### src/logic/tccp_defs.svh
// named constants for the timer capture/compare and pulse generator block
`ifndef TCCP_DEFS_SVH
`define TCCP_DEFS_SVH

// ----------------------------------------
// operating mode field codes
// ----------------------------------------
`define TCCP_MODE_STOP 2'h0
`define TCCP_MODE_FREE 2'h1
`define TCCP_MODE_CLR_TRIG 2'h2
`define TCCP_MODE_PPG 2'h3

// ----------------------------------------
// valid-edge select codes
// ----------------------------------------
`define TCCP_EDGE_FALL 2'h0
`define TCCP_EDGE_RISE 2'h1
`define TCCP_EDGE_NONE 2'h2
`define TCCP_EDGE_BOTH 2'h3

// ----------------------------------------
// output-toggle select codes {toggle_on_match_b, toggle_on_match_a}
// ----------------------------------------
`define TCCP_TOG_OFF 2'h0
`define TCCP_TOG_A 2'h1
`define TCCP_TOG_B 2'h2
`define TCCP_TOG_EITHER 2'h3

// ----------------------------------------
// reset values, levels, trigger select and width limits
// ----------------------------------------
`define TCCP_OUT_INACTIVE 1'b0
`define TCCP_OUT_ACTIVE 1'b1
`define TCCP_FLAG_CLEAR 1'b0
`define TCCP_TRIG_SEL_B 1'b0
`define TCCP_MIN_CNT_W 2
`define TCCP_MAX_CNT_W 32

`endif

### src/logic/tccp_pkg.sv
// types shared by the timer capture/compare block
package tccp_pkg;
   typedef logic [1:0] tccp_mode_t;
   typedef logic [1:0] tccp_edge_sel_t;
   typedef logic [1:0] tccp_tog_sel_t;
endpackage : tccp_pkg

### src/logic/tccp_edge_det.sv
// valid-edge and reverse-edge detector for one trigger pin
`timescale 1ns/1ps
`include "tccp_defs.svh"

module tccp_edge_det (
   input wire logic clock,
   input wire logic resetn,
   input wire logic pin,
   input wire tccp_pkg::tccp_edge_sel_t edge_sel,
   output logic valid_edge,
   output logic reverse_edge
);
   logic prev_q;
   logic rise;
   logic fall;
   logic sel_rise;
   logic sel_fall;
   logic sel_both;

   always_ff @(posedge clock or negedge resetn) begin
      if (!resetn) begin
         prev_q <= 1'b0;
      end else begin
         prev_q <= pin;
      end
   end

   assign rise = pin & ~prev_q;
   assign fall = ~pin & prev_q;
   assign sel_rise = (edge_sel == `TCCP_EDGE_RISE);
   assign sel_fall = (edge_sel == `TCCP_EDGE_FALL);
   assign sel_both = (edge_sel == `TCCP_EDGE_BOTH);
   assign valid_edge = (sel_rise & rise) | (sel_fall & fall) | (sel_both & (rise | fall));
   // opposite phase only exists for a single-edge selection
   assign reverse_edge = (sel_rise & fall) | (sel_fall & rise);
endmodule : tccp_edge_det

### src/logic/tccp_cc_reg.sv
// one capture/compare register: software load or hardware capture
`timescale 1ns/1ps

module tccp_cc_reg #(
   parameter int CNT_W = 16
) (
   input wire logic clock,
   input wire logic resetn,
   input wire logic wr_en,
   input wire logic [CNT_W-1:0] wr_data,
   input wire logic capture,
   input wire logic [CNT_W-1:0] count,
   output logic [CNT_W-1:0] value_q
);
   logic [CNT_W-1:0] value_d;

   // a capture beats a software write landing in the same cycle
   assign value_d = capture ? count : (wr_en ? wr_data : value_q);

   always_ff @(posedge clock or negedge resetn) begin
      if (!resetn) begin
         value_q <= '0;
      end else begin
         value_q <= value_d;
      end
   end
endmodule : tccp_cc_reg

### src/logic/tccp_timer.sv
// 16-bit up counter with two capture/compare registers and pulse output
`timescale 1ns/1ps
`include "tccp_defs.svh"

// Function
// - compare match of register A raises match_irq_a; counter not cleared outside PROGRAMMABLE_PULSE_MODE.
// - register A captures count on trigger_in_b edge or trigger_in_a, selectable.
// - timer_out unavailable while trigger_in_b edge detection feeds register A.
// - compare match of register B raises match_irq_b; counter not cleared.
// - register B captures count only on trigger_in_a valid edges.
// - mode 01 free-running, 10 clear on trigger_in_a edge, 11 PROGRAMMABLE_PULSE_MODE.
// - free-running counter wraps FFFFH to 0000H, setting overflow_flag, keeps counting.
// - overflow_flag stays set until software clears it by writing 0.
// - free-running supports compare/compare, compare/capture and capture/capture setups.
// - both compare: timer_out toggles on each match, each raising its interrupt.
// - register B capturing: trigger_in_a edge captures into B and raises match_irq_b.
// - both capturing: no toggle unless out_toggle_on_edge, then toggle on trigger_in_a.
// - both capturing: trigger_in_a edge loads B, trigger_in_b edge loads A.
// - trigger_in_b edges never load B; both trigger_in_b edges may capture into A.
// - toggle select 10 toggles on B match, 11 on either match.
// - PROGRAMMABLE_PULSE_MODE period is register A plus one count clocks.
// - PROGRAMMABLE_PULSE_MODE active width is register B plus one count clocks.
// - PROGRAMMABLE_PULSE_MODE match with A raises match_irq_a and clears the counter.
// - counter value readable any time without disturbing counting.
// - clear-on-trigger mode clears counter to 0000H on trigger_in_a valid edge.
module tccp_timer #(
   parameter int CNT_W = 16
) (
   input wire logic clock,
   input wire logic resetn,
   input wire logic count_tick,
   input wire tccp_pkg::tccp_mode_t op_mode,
   input wire logic cc_a_is_capture,
   input wire logic cc_b_is_capture,
   input wire logic cc_a_trig_sel,
   input wire tccp_pkg::tccp_edge_sel_t trig_a_edge_sel,
   input wire tccp_pkg::tccp_edge_sel_t trig_b_edge_sel,
   input wire logic trigger_in_a,
   input wire logic trigger_in_b,
   input wire logic out_toggle_on_edge,
   input wire logic out_enable,
   input wire logic toggle_on_match_a,
   input wire logic toggle_on_match_b,
   input wire logic out_level_set,
   input wire logic out_level_reset,
   input wire logic cc_a_wr,
   input wire logic [CNT_W-1:0] cc_a_wdata,
   input wire logic cc_b_wr,
   input wire logic [CNT_W-1:0] cc_b_wdata,
   input wire logic overflow_clear,
   output logic [CNT_W-1:0] count_reg,
   output logic [CNT_W-1:0] capture_compare_a,
   output logic [CNT_W-1:0] capture_compare_b,
   output logic match_irq_a,
   output logic match_irq_b,
   output logic overflow_flag,
   output logic timer_out
);
   // ----------------------------------------
   // elaboration check
   // ----------------------------------------
   generate
      if (CNT_W < `TCCP_MIN_CNT_W || CNT_W > `TCCP_MAX_CNT_W) begin : g_bad_width
         $error("tccp_timer: CNT_W out of range");
      end
   endgenerate

   // ----------------------------------------
   // decode helpers
   // ----------------------------------------
   function automatic logic tog_hit(input tccp_pkg::tccp_tog_sel_t sel, input logic ma,
                                    input logic mb);
      logic hit;
      hit = 1'b0;
      unique case (sel)
         `TCCP_TOG_OFF: hit = 1'b0;
         `TCCP_TOG_A: hit = ma;
         `TCCP_TOG_B: hit = mb;
         `TCCP_TOG_EITHER: hit = ma | mb;
      endcase
      return hit;
   endfunction : tog_hit

   function automatic logic mode_is(input tccp_pkg::tccp_mode_t m,
                                    input tccp_pkg::tccp_mode_t code);
      return m == code;
   endfunction : mode_is

   // ----------------------------------------
   // state
   // ----------------------------------------
   logic [CNT_W-1:0] count_q;
   logic [CNT_W-1:0] count_d;
   logic overflow_q;
   logic overflow_d;
   logic irq_a_q;
   logic irq_a_d;
   logic irq_b_q;
   logic irq_b_d;
   logic out_q;
   logic out_d;

   // ----------------------------------------
   // trigger edge detection
   // ----------------------------------------
   logic a_valid;
   logic a_reverse;
   logic b_valid;

   tccp_edge_det u_edge_a (
      .clock(clock),
      .resetn(resetn),
      .pin(trigger_in_a),
      .edge_sel(trig_a_edge_sel),
      .valid_edge(a_valid),
      .reverse_edge(a_reverse)
   );

   // both-edge selection lets register A see each trigger_in_b transition
   tccp_edge_det u_edge_b (
      .clock(clock),
      .resetn(resetn),
      .pin(trigger_in_b),
      .edge_sel(trig_b_edge_sel),
      .valid_edge(b_valid),
      .reverse_edge()
   );

   // ----------------------------------------
   // capture trigger routing
   // ----------------------------------------
   // trigger_in_b reaches only register A, and then costs the output pin
   logic a_from_b;

   assign a_from_b = (cc_a_trig_sel == `TCCP_TRIG_SEL_B);

   // ----------------------------------------
   // mode and event decode
   // ----------------------------------------
   logic counting;
   logic programmable_pulse_mode;
   logic clr_trig_mode;
   logic tick;
   logic match_a;
   logic match_b;
   logic cap_a;
   logic cap_b;
   logic b_in_use;
   logic clear_on_trig;
   logic ppg_restart;
   logic wrap;
   logic tog_match;
   logic tog_edge;
   logic out_blocked;
   logic [CNT_W-1:0] count_max;

   assign count_max = '1;
   assign counting = !mode_is(op_mode, `TCCP_MODE_STOP);
   assign programmable_pulse_mode = mode_is(op_mode, `TCCP_MODE_PPG);
   assign clr_trig_mode = mode_is(op_mode, `TCCP_MODE_CLR_TRIG);
   assign tick = counting & count_tick;

   // a match counts only on the tick that leaves the matching value
   assign match_a = tick & ~cc_a_is_capture & (count_q == capture_compare_a);
   assign match_b = tick & ~cc_b_is_capture & (count_q == capture_compare_b);

   // register A: trigger_in_b valid edge, or opposite phase of trigger_in_a
   assign cap_a = counting & cc_a_is_capture
                  & (a_from_b ? b_valid : a_reverse);
   // register B only ever listens to trigger_in_a
   assign cap_b = counting & cc_b_is_capture & a_valid;

   assign b_in_use = cc_a_is_capture & a_from_b;
   assign clear_on_trig = clr_trig_mode & a_valid;
   assign ppg_restart = programmable_pulse_mode & match_a;
   assign wrap = tick & ~ppg_restart & ~clear_on_trig & (count_q == count_max);

   // ----------------------------------------
   // counter next value
   // ----------------------------------------
   // capture samples count_q before any clear, so the stored value is the old count
   assign count_d = !counting ? '0
                  : clear_on_trig ? '0
                  : ppg_restart ? '0
                  : tick ? count_q + 1'b1
                  : count_q;

   always_ff @(posedge clock or negedge resetn) begin
      if (!resetn) begin
         count_q <= '0;
      end else begin
         count_q <= count_d;
      end
   end

   // counter is a plain register tap; reading it has no side effect
   assign count_reg = count_q;

   // ----------------------------------------
   // capture/compare registers
   // ----------------------------------------
   // software loads only reach a register in compare use
   tccp_cc_reg #(
      .CNT_W(CNT_W)
   ) u_cc_a (
      .clock(clock),
      .resetn(resetn),
      .wr_en(cc_a_wr & ~cc_a_is_capture),
      .wr_data(cc_a_wdata),
      .capture(cap_a),
      .count(count_q),
      .value_q(capture_compare_a)
   );

   tccp_cc_reg #(
      .CNT_W(CNT_W)
   ) u_cc_b (
      .clock(clock),
      .resetn(resetn),
      .wr_en(cc_b_wr & ~cc_b_is_capture),
      .wr_data(cc_b_wdata),
      .capture(cap_b),
      .count(count_q),
      .value_q(capture_compare_b)
   );

   // ----------------------------------------
   // interrupts and overflow
   // ----------------------------------------
   // reverse-phase capture into A raises no interrupt
   assign irq_a_d = match_a | (cap_a & a_from_b);
   assign irq_b_d = match_b | cap_b;
   // a wrap in the clearing cycle still sets the flag
   assign overflow_d = wrap | (overflow_q & ~overflow_clear);

   always_ff @(posedge clock or negedge resetn) begin
      if (!resetn) begin
         irq_a_q <= 1'b0;
      end else begin
         irq_a_q <= irq_a_d;
      end
   end

   always_ff @(posedge clock or negedge resetn) begin
      if (!resetn) begin
         irq_b_q <= 1'b0;
      end else begin
         irq_b_q <= irq_b_d;
      end
   end

   always_ff @(posedge clock or negedge resetn) begin
      if (!resetn) begin
         overflow_q <= `TCCP_FLAG_CLEAR;
      end else begin
         overflow_q <= overflow_d;
      end
   end

   assign match_irq_a = irq_a_q;
   assign match_irq_b = irq_b_q;
   assign overflow_flag = overflow_q;

   // ----------------------------------------
   // timer output
   // ----------------------------------------
   assign tog_match = tog_hit({toggle_on_match_b, toggle_on_match_a}, match_a, match_b);
   // with both in capture the compare matches are gated off, leaving the edge toggle
   assign tog_edge = counting & out_toggle_on_edge & a_valid;
   // trigger_in_b detection shares the output path, so the pin is held inactive
   assign out_blocked = ~out_enable | b_in_use;

   always_comb begin
      out_d = out_q;
      if (out_blocked) begin
         out_d = `TCCP_OUT_INACTIVE;
      end else if (out_level_set) begin
         out_d = `TCCP_OUT_ACTIVE;
      end else if (out_level_reset) begin
         out_d = `TCCP_OUT_INACTIVE;
      end else if (programmable_pulse_mode) begin
         // active from count 0 through B, inactive after B until A restarts
         if (match_a) begin
            out_d = `TCCP_OUT_ACTIVE;
         end else if (match_b) begin
            out_d = `TCCP_OUT_INACTIVE;
         end
      end else if (tog_match | tog_edge) begin
         out_d = ~out_q;
      end
   end

   always_ff @(posedge clock or negedge resetn) begin
      if (!resetn) begin
         out_q <= `TCCP_OUT_INACTIVE;
      end else begin
         out_q <= out_d;
      end
   end

   assign timer_out = out_q;
endmodule : tccp_timer

### config.mk
export PLATFORM = sky130hd
export DESIGN_NAME = tccp_timer
export DESIGN_NICKNAME = d
export VERILOG_FILES = /design/src/logic/tccp_pkg.sv /design/src/logic/tccp_edge_det.sv /design/src/logic/tccp_cc_reg.sv /design/src/logic/tccp_timer.sv
export VERILOG_INCLUDE_DIRS = /design/src /design/src/logic
export SDC_FILE = /design/constraint.sdc
export NUM_CORES = 1
export LEC_CHECK = 0
export BUFFER_PORTS_ARGS = -buffer_cell sky130_fd_sc_hd__buf_4
export CAP_MARGIN = 20
export CORE_MARGIN = 5
export CORE_UTILIZATION = 25
export CTS_BUF_LIST = sky130_fd_sc_hd__clkbuf_4
export CTS_CLUSTER_DIAMETER = 40
export DETAILED_ROUTE_END_ITERATION = 8
export PLACE_DENSITY_LB_ADDON = 0.2
export SETUP_SLACK_MARGIN = 0.02
export SKIP_CTS_REPAIR_TIMING = 1
export SLEW_MARGIN = 20
export SYNTH_ARGS = -nofsm -noshare
export SYNTH_HDL_FRONTEND = slang
export SYNTH_SLANG_ARGS = --single-unit
### constraint.sdc
create_clock -name clock -period 2.6 [get_ports clock]
set_input_delay 0.13 -clock clock [delete_from_list [all_inputs] [get_ports clock]]
set_output_delay 0.13 -clock clock [all_outputs]
set_load 0.01 [all_outputs]
==> results of run 1 <==
==> power groups by stage <==
stage,clock network [W],registers (W),logic (W)
floorplan,0,0.00103,0.000238
global placement,0,0.00102,0.000538
detailed placement,0,0.00102,0.000542
CTS,0.000410,0.00101,0.000545
global route,0.000438,0.00102,0.000638
finish,0.000386,0.00100,0.000581
==> cell type report <==
cell class / instances / area (µm²) / area share
Timing Repair Buffer: 162 / 1310 / 0.288
Antenna cell: 1 / 2.50 / 0.000551
Sequential cell: 54 / 1350 / 0.298
Multi-Input combinational cell: 245 / 1570 / 0.346
Tap cell: 168 / 210 / 0.0463
Clock buffer: 7 / 52.6 / 0.0116
Inverter: 11 / 41.3 / 0.00910
==> routing by layer <==
layer	vias to the layer above	wire, µm	share of wire	GRT usage
met5	-	0	0	0
met4	0	111	0.011	0.0336
met3	5	582	0.055	0.0339
met2	72	4920	0.47	0.228
met1	1352	4910	0.47	0.190
li1	1413	-	-	-
==> cells in the mapped netlist, types with 2 or more instances <==
master    instances
nand4_1           8
a22oi_1          32
nor2_2           10
inv_1            11
buf_6             4
nand3_1           9
buf_2             6
a21oi_1           3
dfrtp_1          54
nand2_1          74
ha_1              5
nor2b_1           4
clkbuf_1         17
xnor2_1          25
xor2_1           19
mux2i_1           3
xnor2_2           4
nor3_1            7
o21ai_1           4
o22ai_1           2
and3_1            3
nor2_1           12
or3_1             3
==> path summary, 6_finish.rpt <==
| path | start | endpoint |
|---|---|---|
| min | count_tick | count_reg[0] |
| max in group asynchronous | resetn | match_irq_a |
| max | count_reg[8] | timer_out |
| min in group asynchronous | resetn | u_cc_a.value_q[14] |
| min reg2reg | u_cc_a.value_q[5] | u_cc_a.value_q[5] |
| max reg2reg | count_reg[8] | timer_out |
==> worst max-delay path, stage by stage, from the launching register on <==
cell,delay [ns]
dfrtp_1,0.63
xnor2_1,0.17
nand4_1,0.13
or4_1,0.45
or3_1,0.36
and3_1,0.19
mux2_1,0.30
==> kinds of logic (layout without fill, tap and decap cells) <==
logic type	Yosys count	count (layout)
AND/OR/NAND/NOR	139	139
adder cells (fa/ha/maj)	5	5
AO/OA/AOI/OAI	49	49
XOR/XNOR	48	48
buffers and inverters	40	180
other	0	1
multiplexers	4	4
flip-flops	54	54
==> stage by stage <==
stage | utilization | power, W | instance area, µm²
after global routing | 0.375 | 0.00209 | 4540
after floorplan | - | 0.00127 | 3110
after global placement | 0.340 | 0.00156 | 4110
final | 0.375 | 0.00197 | 4540
after CTS | 0.344 | 0.00196 | 4170
after detailed placement | 0.340 | 0.00156 | 4110
==> results by group, run 1 <==
Logic synthesis
  – Ys Warns: 0
  – Compound-Gate Fraction of Synth Area: 0.115
  – Largest family of logic cells by synthesized area: simple AND/OR/NAND/NOR gates
  – Top post-synthesis cells by area: dfrtp_1 43%, nand2_1 8.9%, a22oi_1 7.7%
  – Seq cells post-synth: 54
  – Async SR Flop Fraction: 1.00
  – Syn Area/Cell: 9.19 µm²
  – Top-area cell type share of the netlist area: 0.434
  – Largest area contributor in the netlist: dfrtp_1
  – Adder-cell share of the synthesized area: 0.0201
  – Mux cell area share after synthesis: 0.0133
  – Post-synthesis simple-gate area fraction: 0.211
  – Dominant synthesized flop cell: dfrtp_1
  – Post-synth EDFFs: 0
  – Synth Cell Area: 3110 µm²
  – Cells after synthesis: 339
  – Seq/Total Area, Yosys: 0.434
  – Syn_nets: 399
  – XOR/XNOR Fraction of Synth Area: 0.145
  – Unique masters post-synth: 43

GRT
  – Pin count of the biggest net entering global routing: 55
  – Total grt overflow: 0
  – Initial antenna violation count: 1
  – First-pass GRT wire length: 16.1 mm
  – Global Route Usage Sum: 0.141
  – Vias in the first global route: 2,862

STA
  – Worst slew pin tran: 0.723 ns
  – Setup_tns: 0 ns
  – Final hold vios: 0
  – Min Tclk post-route: 2.32 ns
  – Max Fclk: 431 MHz
  – Worst slew margin: 0.518
  – Setup violators final: 0
  – Final worst-path cycle share: 0.892
  – Clock Skew: 0.00576 ns
  – Worst setup margin: 0.280 ns
  – RSZ-0062 raised after global routing: false
  – Hold Slack: 0.0494 ns
  – Pins over their slew limit: 0

Worst hold path
  – Hold depth: 3
  – Worst hold path type: input port to flop

Pwr
  – Seq pwr share: 0.509
  – P_leak: 2.20 nW
  – Clock Power Share: 0.196
  – VDD IR max: 0.183 mV
  – PD cells: 434 nW/µm²
  – Combinational Power Share: 0.295
  – Psw: 0.000626 W
  – Switch share: 0.318
  – Pint: 0.00134 W

Final layout
  – Share of cells above drive strength 1: 0.313
  – Most frequent cells in the layout: 125 x buf_4, 74 x nand2_1, 54 x dfrtp_1
  – FILL cells: 1,283
  – Layout Nets: 539
  – Final Non-Filler Cells: 648
  – Most common cell after layout, fill and taps aside: buf_4
  – Layout overhead on the synthesized area: 45.7%

Place
  – Placer Congestion: 0.825
  – Number of I/O port buffers: 106
  – Pre-CTS setup slack: 0.303 ns
  – Cells after DPL: 603
  – DP HPWL: 8.00 mm

Clock tree
  – TritonCTS buffer count: 5
  – Longest Clk Path Bufs: 2
  – CTS tree: done
  – Worst-Skew Late Latency: 0.38 ns
  – CTS clk-pin slew, worst paths: 0.15 ns
  – H-Tree Depth: 2
  – Root Buffer: clkbuf_4
  – Clock sink total: 54

Floorplanning
  – Die Span Y: 122 µm
  – Num rows: 40
  – Initial Util: 0.257
  – Die Span X: 122 µm
  – IO Count: 107
  – DIE AREA: 14,800 µm²
  – Core Area: 12,100 µm²

Critical path
  – Worst Path Required: 2.88 ns
  – Worst setup EP type: flop
  – WS Path Type: flop to flop
  – R2R Setup Slk: 0.28 ns
  – CP Launch Type: flop
  – R2r worst-path depth: 6
  – Crit-path max FO: 10
  – WP data arrival: 2.60 ns

Routing
  – Wirelength, routed: 10.5 mm
  – Via count: 2,842
  – DRC errors left: 0
  – DR pass1 iterations: 4
  – Initial drt markers: 124
  – Routed Antenna Nets: 0
  – DR WL/cell: 16.2 µm
  – Routed vias/inst: 4.39

Outcome
  – Status: finished clean

Run
  – Maximum capacitance violations: 0
Power figures use the tool's default switching activity.
==> run 2: changes to the inputs <==
--- a/config.mk
+++ b/config.mk
@@ -8,6 +8,7 @@
 export LEC_CHECK = 0
 export BUFFER_PORTS_ARGS = -buffer_cell sky130_fd_sc_hd__buf_4
 export CAP_MARGIN = 20
+export CORE_ASPECT_RATIO = 1.5
 export CORE_MARGIN = 5
 export CORE_UTILIZATION = 25
 export CTS_BUF_LIST = sky130_fd_sc_hd__clkbuf_4
==> results by group, run 2 (synthesized netlist as in run 1, its figures left out) <==
Critical path
  – WS Path Type: flop to flop
  – CP Launch Type: flop
  – Worst Path Required: 2.90 ns
  – Worst setup EP type: flop
  – Crit-path max FO: 16
  – WP data arrival: 2.57 ns

Floorplanning
  – DIE AREA: 14,800 µm²
  – Num rows: 50
  – Die Span X: 101 µm
  – Initial Util: 0.253
  – Die Span Y: 147 µm
  – Core Area: 12,300 µm²
  – IO Count: 107

Final layout
  – Final instance area: 4560 µm²
  – Register area: 1350 µm²
  – FILL cells: 1,270
  – Layout Nets: 543
  – Final Util: 0.370
  – Most frequent cells in the layout: 129 x buf_4, 74 x nand2_1, 54 x dfrtp_1
  – Most common cell after layout, fill and taps aside: buf_4
  – Share of cells above drive strength 1: 0.320
  – Multi-input combinational cell area: 1570 µm²
  – Layout overhead on the synthesized area: 46.3%

Routing
  – Via count: 2,925
  – DR WL/cell: 17.3 µm
  – DRC errors left: 0
  – DR pass1 iterations: 4
  – Routed vias/inst: 4.56
  – Initial drt markers: 126
  – Routed Antenna Nets: 0
  – Wirelength, routed: 11.1 mm

GRT
  – Initial antenna violation count: 1
  – First-pass GRT wire length: 16.5 mm
  – Vias in the first global route: 2,998
  – Pin count of the biggest net entering global routing: 55
  – Total grt overflow: 0
  – Global Route Usage Sum: 0.145

Outcome
  – Status: finished clean

Pwr
  – Tot Pwr: 0.00199 W
  – Pint: 0.00133 W
  – Switch share: 0.334
  – Combinational Power Share: 0.295
  – P_leak: 2.22 nW
  – Clock Power Share: 0.197
  – Psw: 0.000664 W
  – PD cells: 437 nW/µm²
  – VDD IR max: 0.157 mV
  – Seq pwr share: 0.507

STA
  – Max Fclk: 440 MHz
  – RSZ-0062 raised after global routing: false
  – Setup_tns: 0 ns
  – Setup violators final: 0
  – Final worst-path cycle share: 0.874
  – Pins over their slew limit: 0
  – Worst slew pin tran: 0.739 ns
  – Worst slew margin: 0.507
  – Clock Skew: 0.0144 ns
  – Final hold vios: 0
  – Min Tclk post-route: 2.27 ns

Clock tree
  – Root Buffer: clkbuf_4
  – Clock sink total: 54
  – Worst-Skew Late Latency: 0.40 ns
  – H-Tree Depth: 2
  – TritonCTS buffer count: 5
  – Longest Clk Path Bufs: 2
  – CTS clk-pin slew, worst paths: 0.17 ns
  – CTS tree: done

Place
  – Placer Congestion: 0.799
  – Number of I/O port buffers: 106
  – DP HPWL: 8.37 mm
  – Area after DPL: 4130 µm²

Run
  – Maximum capacitance violations: 0

Worst hold path
  – Worst hold path type: input port to flop
[run 2: stage by stage]
| stage | hold WS (ns) | setup WS, ns | instances |
|---|---|---|---|
| 2_1_floorplan | -0.166 | 0.402 | 339 |
| 3_3_place_gp | 0.242 | 0.412 | 595 |
| 3_5_place_dp | 0.246 | 0.367 | 595 |
| 4_1_cts | -0.220 | 0.327 | 603 |
| 5_1_grt | 0.00461 | 0.214 | 641 |
| 6_report | 0.0287 | 0.328 | 641 |
[run 2: routing by layer]
| layer | track usage | vias up | wire length, µm |
|---|---|---|---|
| met3 | 0.0233 | 21 | 532 |
| li1 | - | 1421 | - |
| met4 | 0.0692 | 0 | 349 |
| met5 | 0 | - | 0 |
| met2 | 0.255 | 84 | 6020 |
| met1 | 0.169 | 1399 | 4190 |
[run 2: critical path: stages, from the launching register on]
cell     delay (ns)
dfrtp_1        0.51
xor2_1         0.20
or4_4          0.55
nor3_4         0.27
nand3_2        0.14
a21oi_4        0.15
buf_4          0.26
nor2_1         0.08
[run 2: path summary, 6_finish.rpt]
check	startpoint	end	slack, ns	depth (start not counted)
worst max-delay path	count_reg[1]	count_reg[12]	0.33	7
worst min-delay path	count_tick	count_reg[0]	0.03	3
worst max register to register	count_reg[1]	count_reg[12]	0.33	7
worst min register to register	timer_out	timer_out	0.54	1
max in group asynchronous	resetn	u_cc_b.value_q[8]	1.80	2
min in group asynchronous	resetn	u_cc_a.value_q[5]	0.31	2
[run 2: area by class of cell]
cell class,instances,share of cell area
Antenna cell,1,0.000549
Clock buffer,5,0.00824
Clock inverter,3,0.00357
Inverter,11,0.00906
Multi-Input combinational cell,245,0.345
Sequential cell,54,0.297
Tap cell,156,0.0428
Timing Repair Buffer,166,0.294
[run 2: power by group through the flow]
stage	logic, W	registers, W	clock network (W)
after floorplan	0.000238	0.00103	0
after global placement	0.000544	0.00103	0
after detailed placement	0.000548	0.00103	0
after CTS	0.000550	0.00101	0.000411
after global routing	0.000644	0.00102	0.000445
final	0.000587	0.00101	0.000393
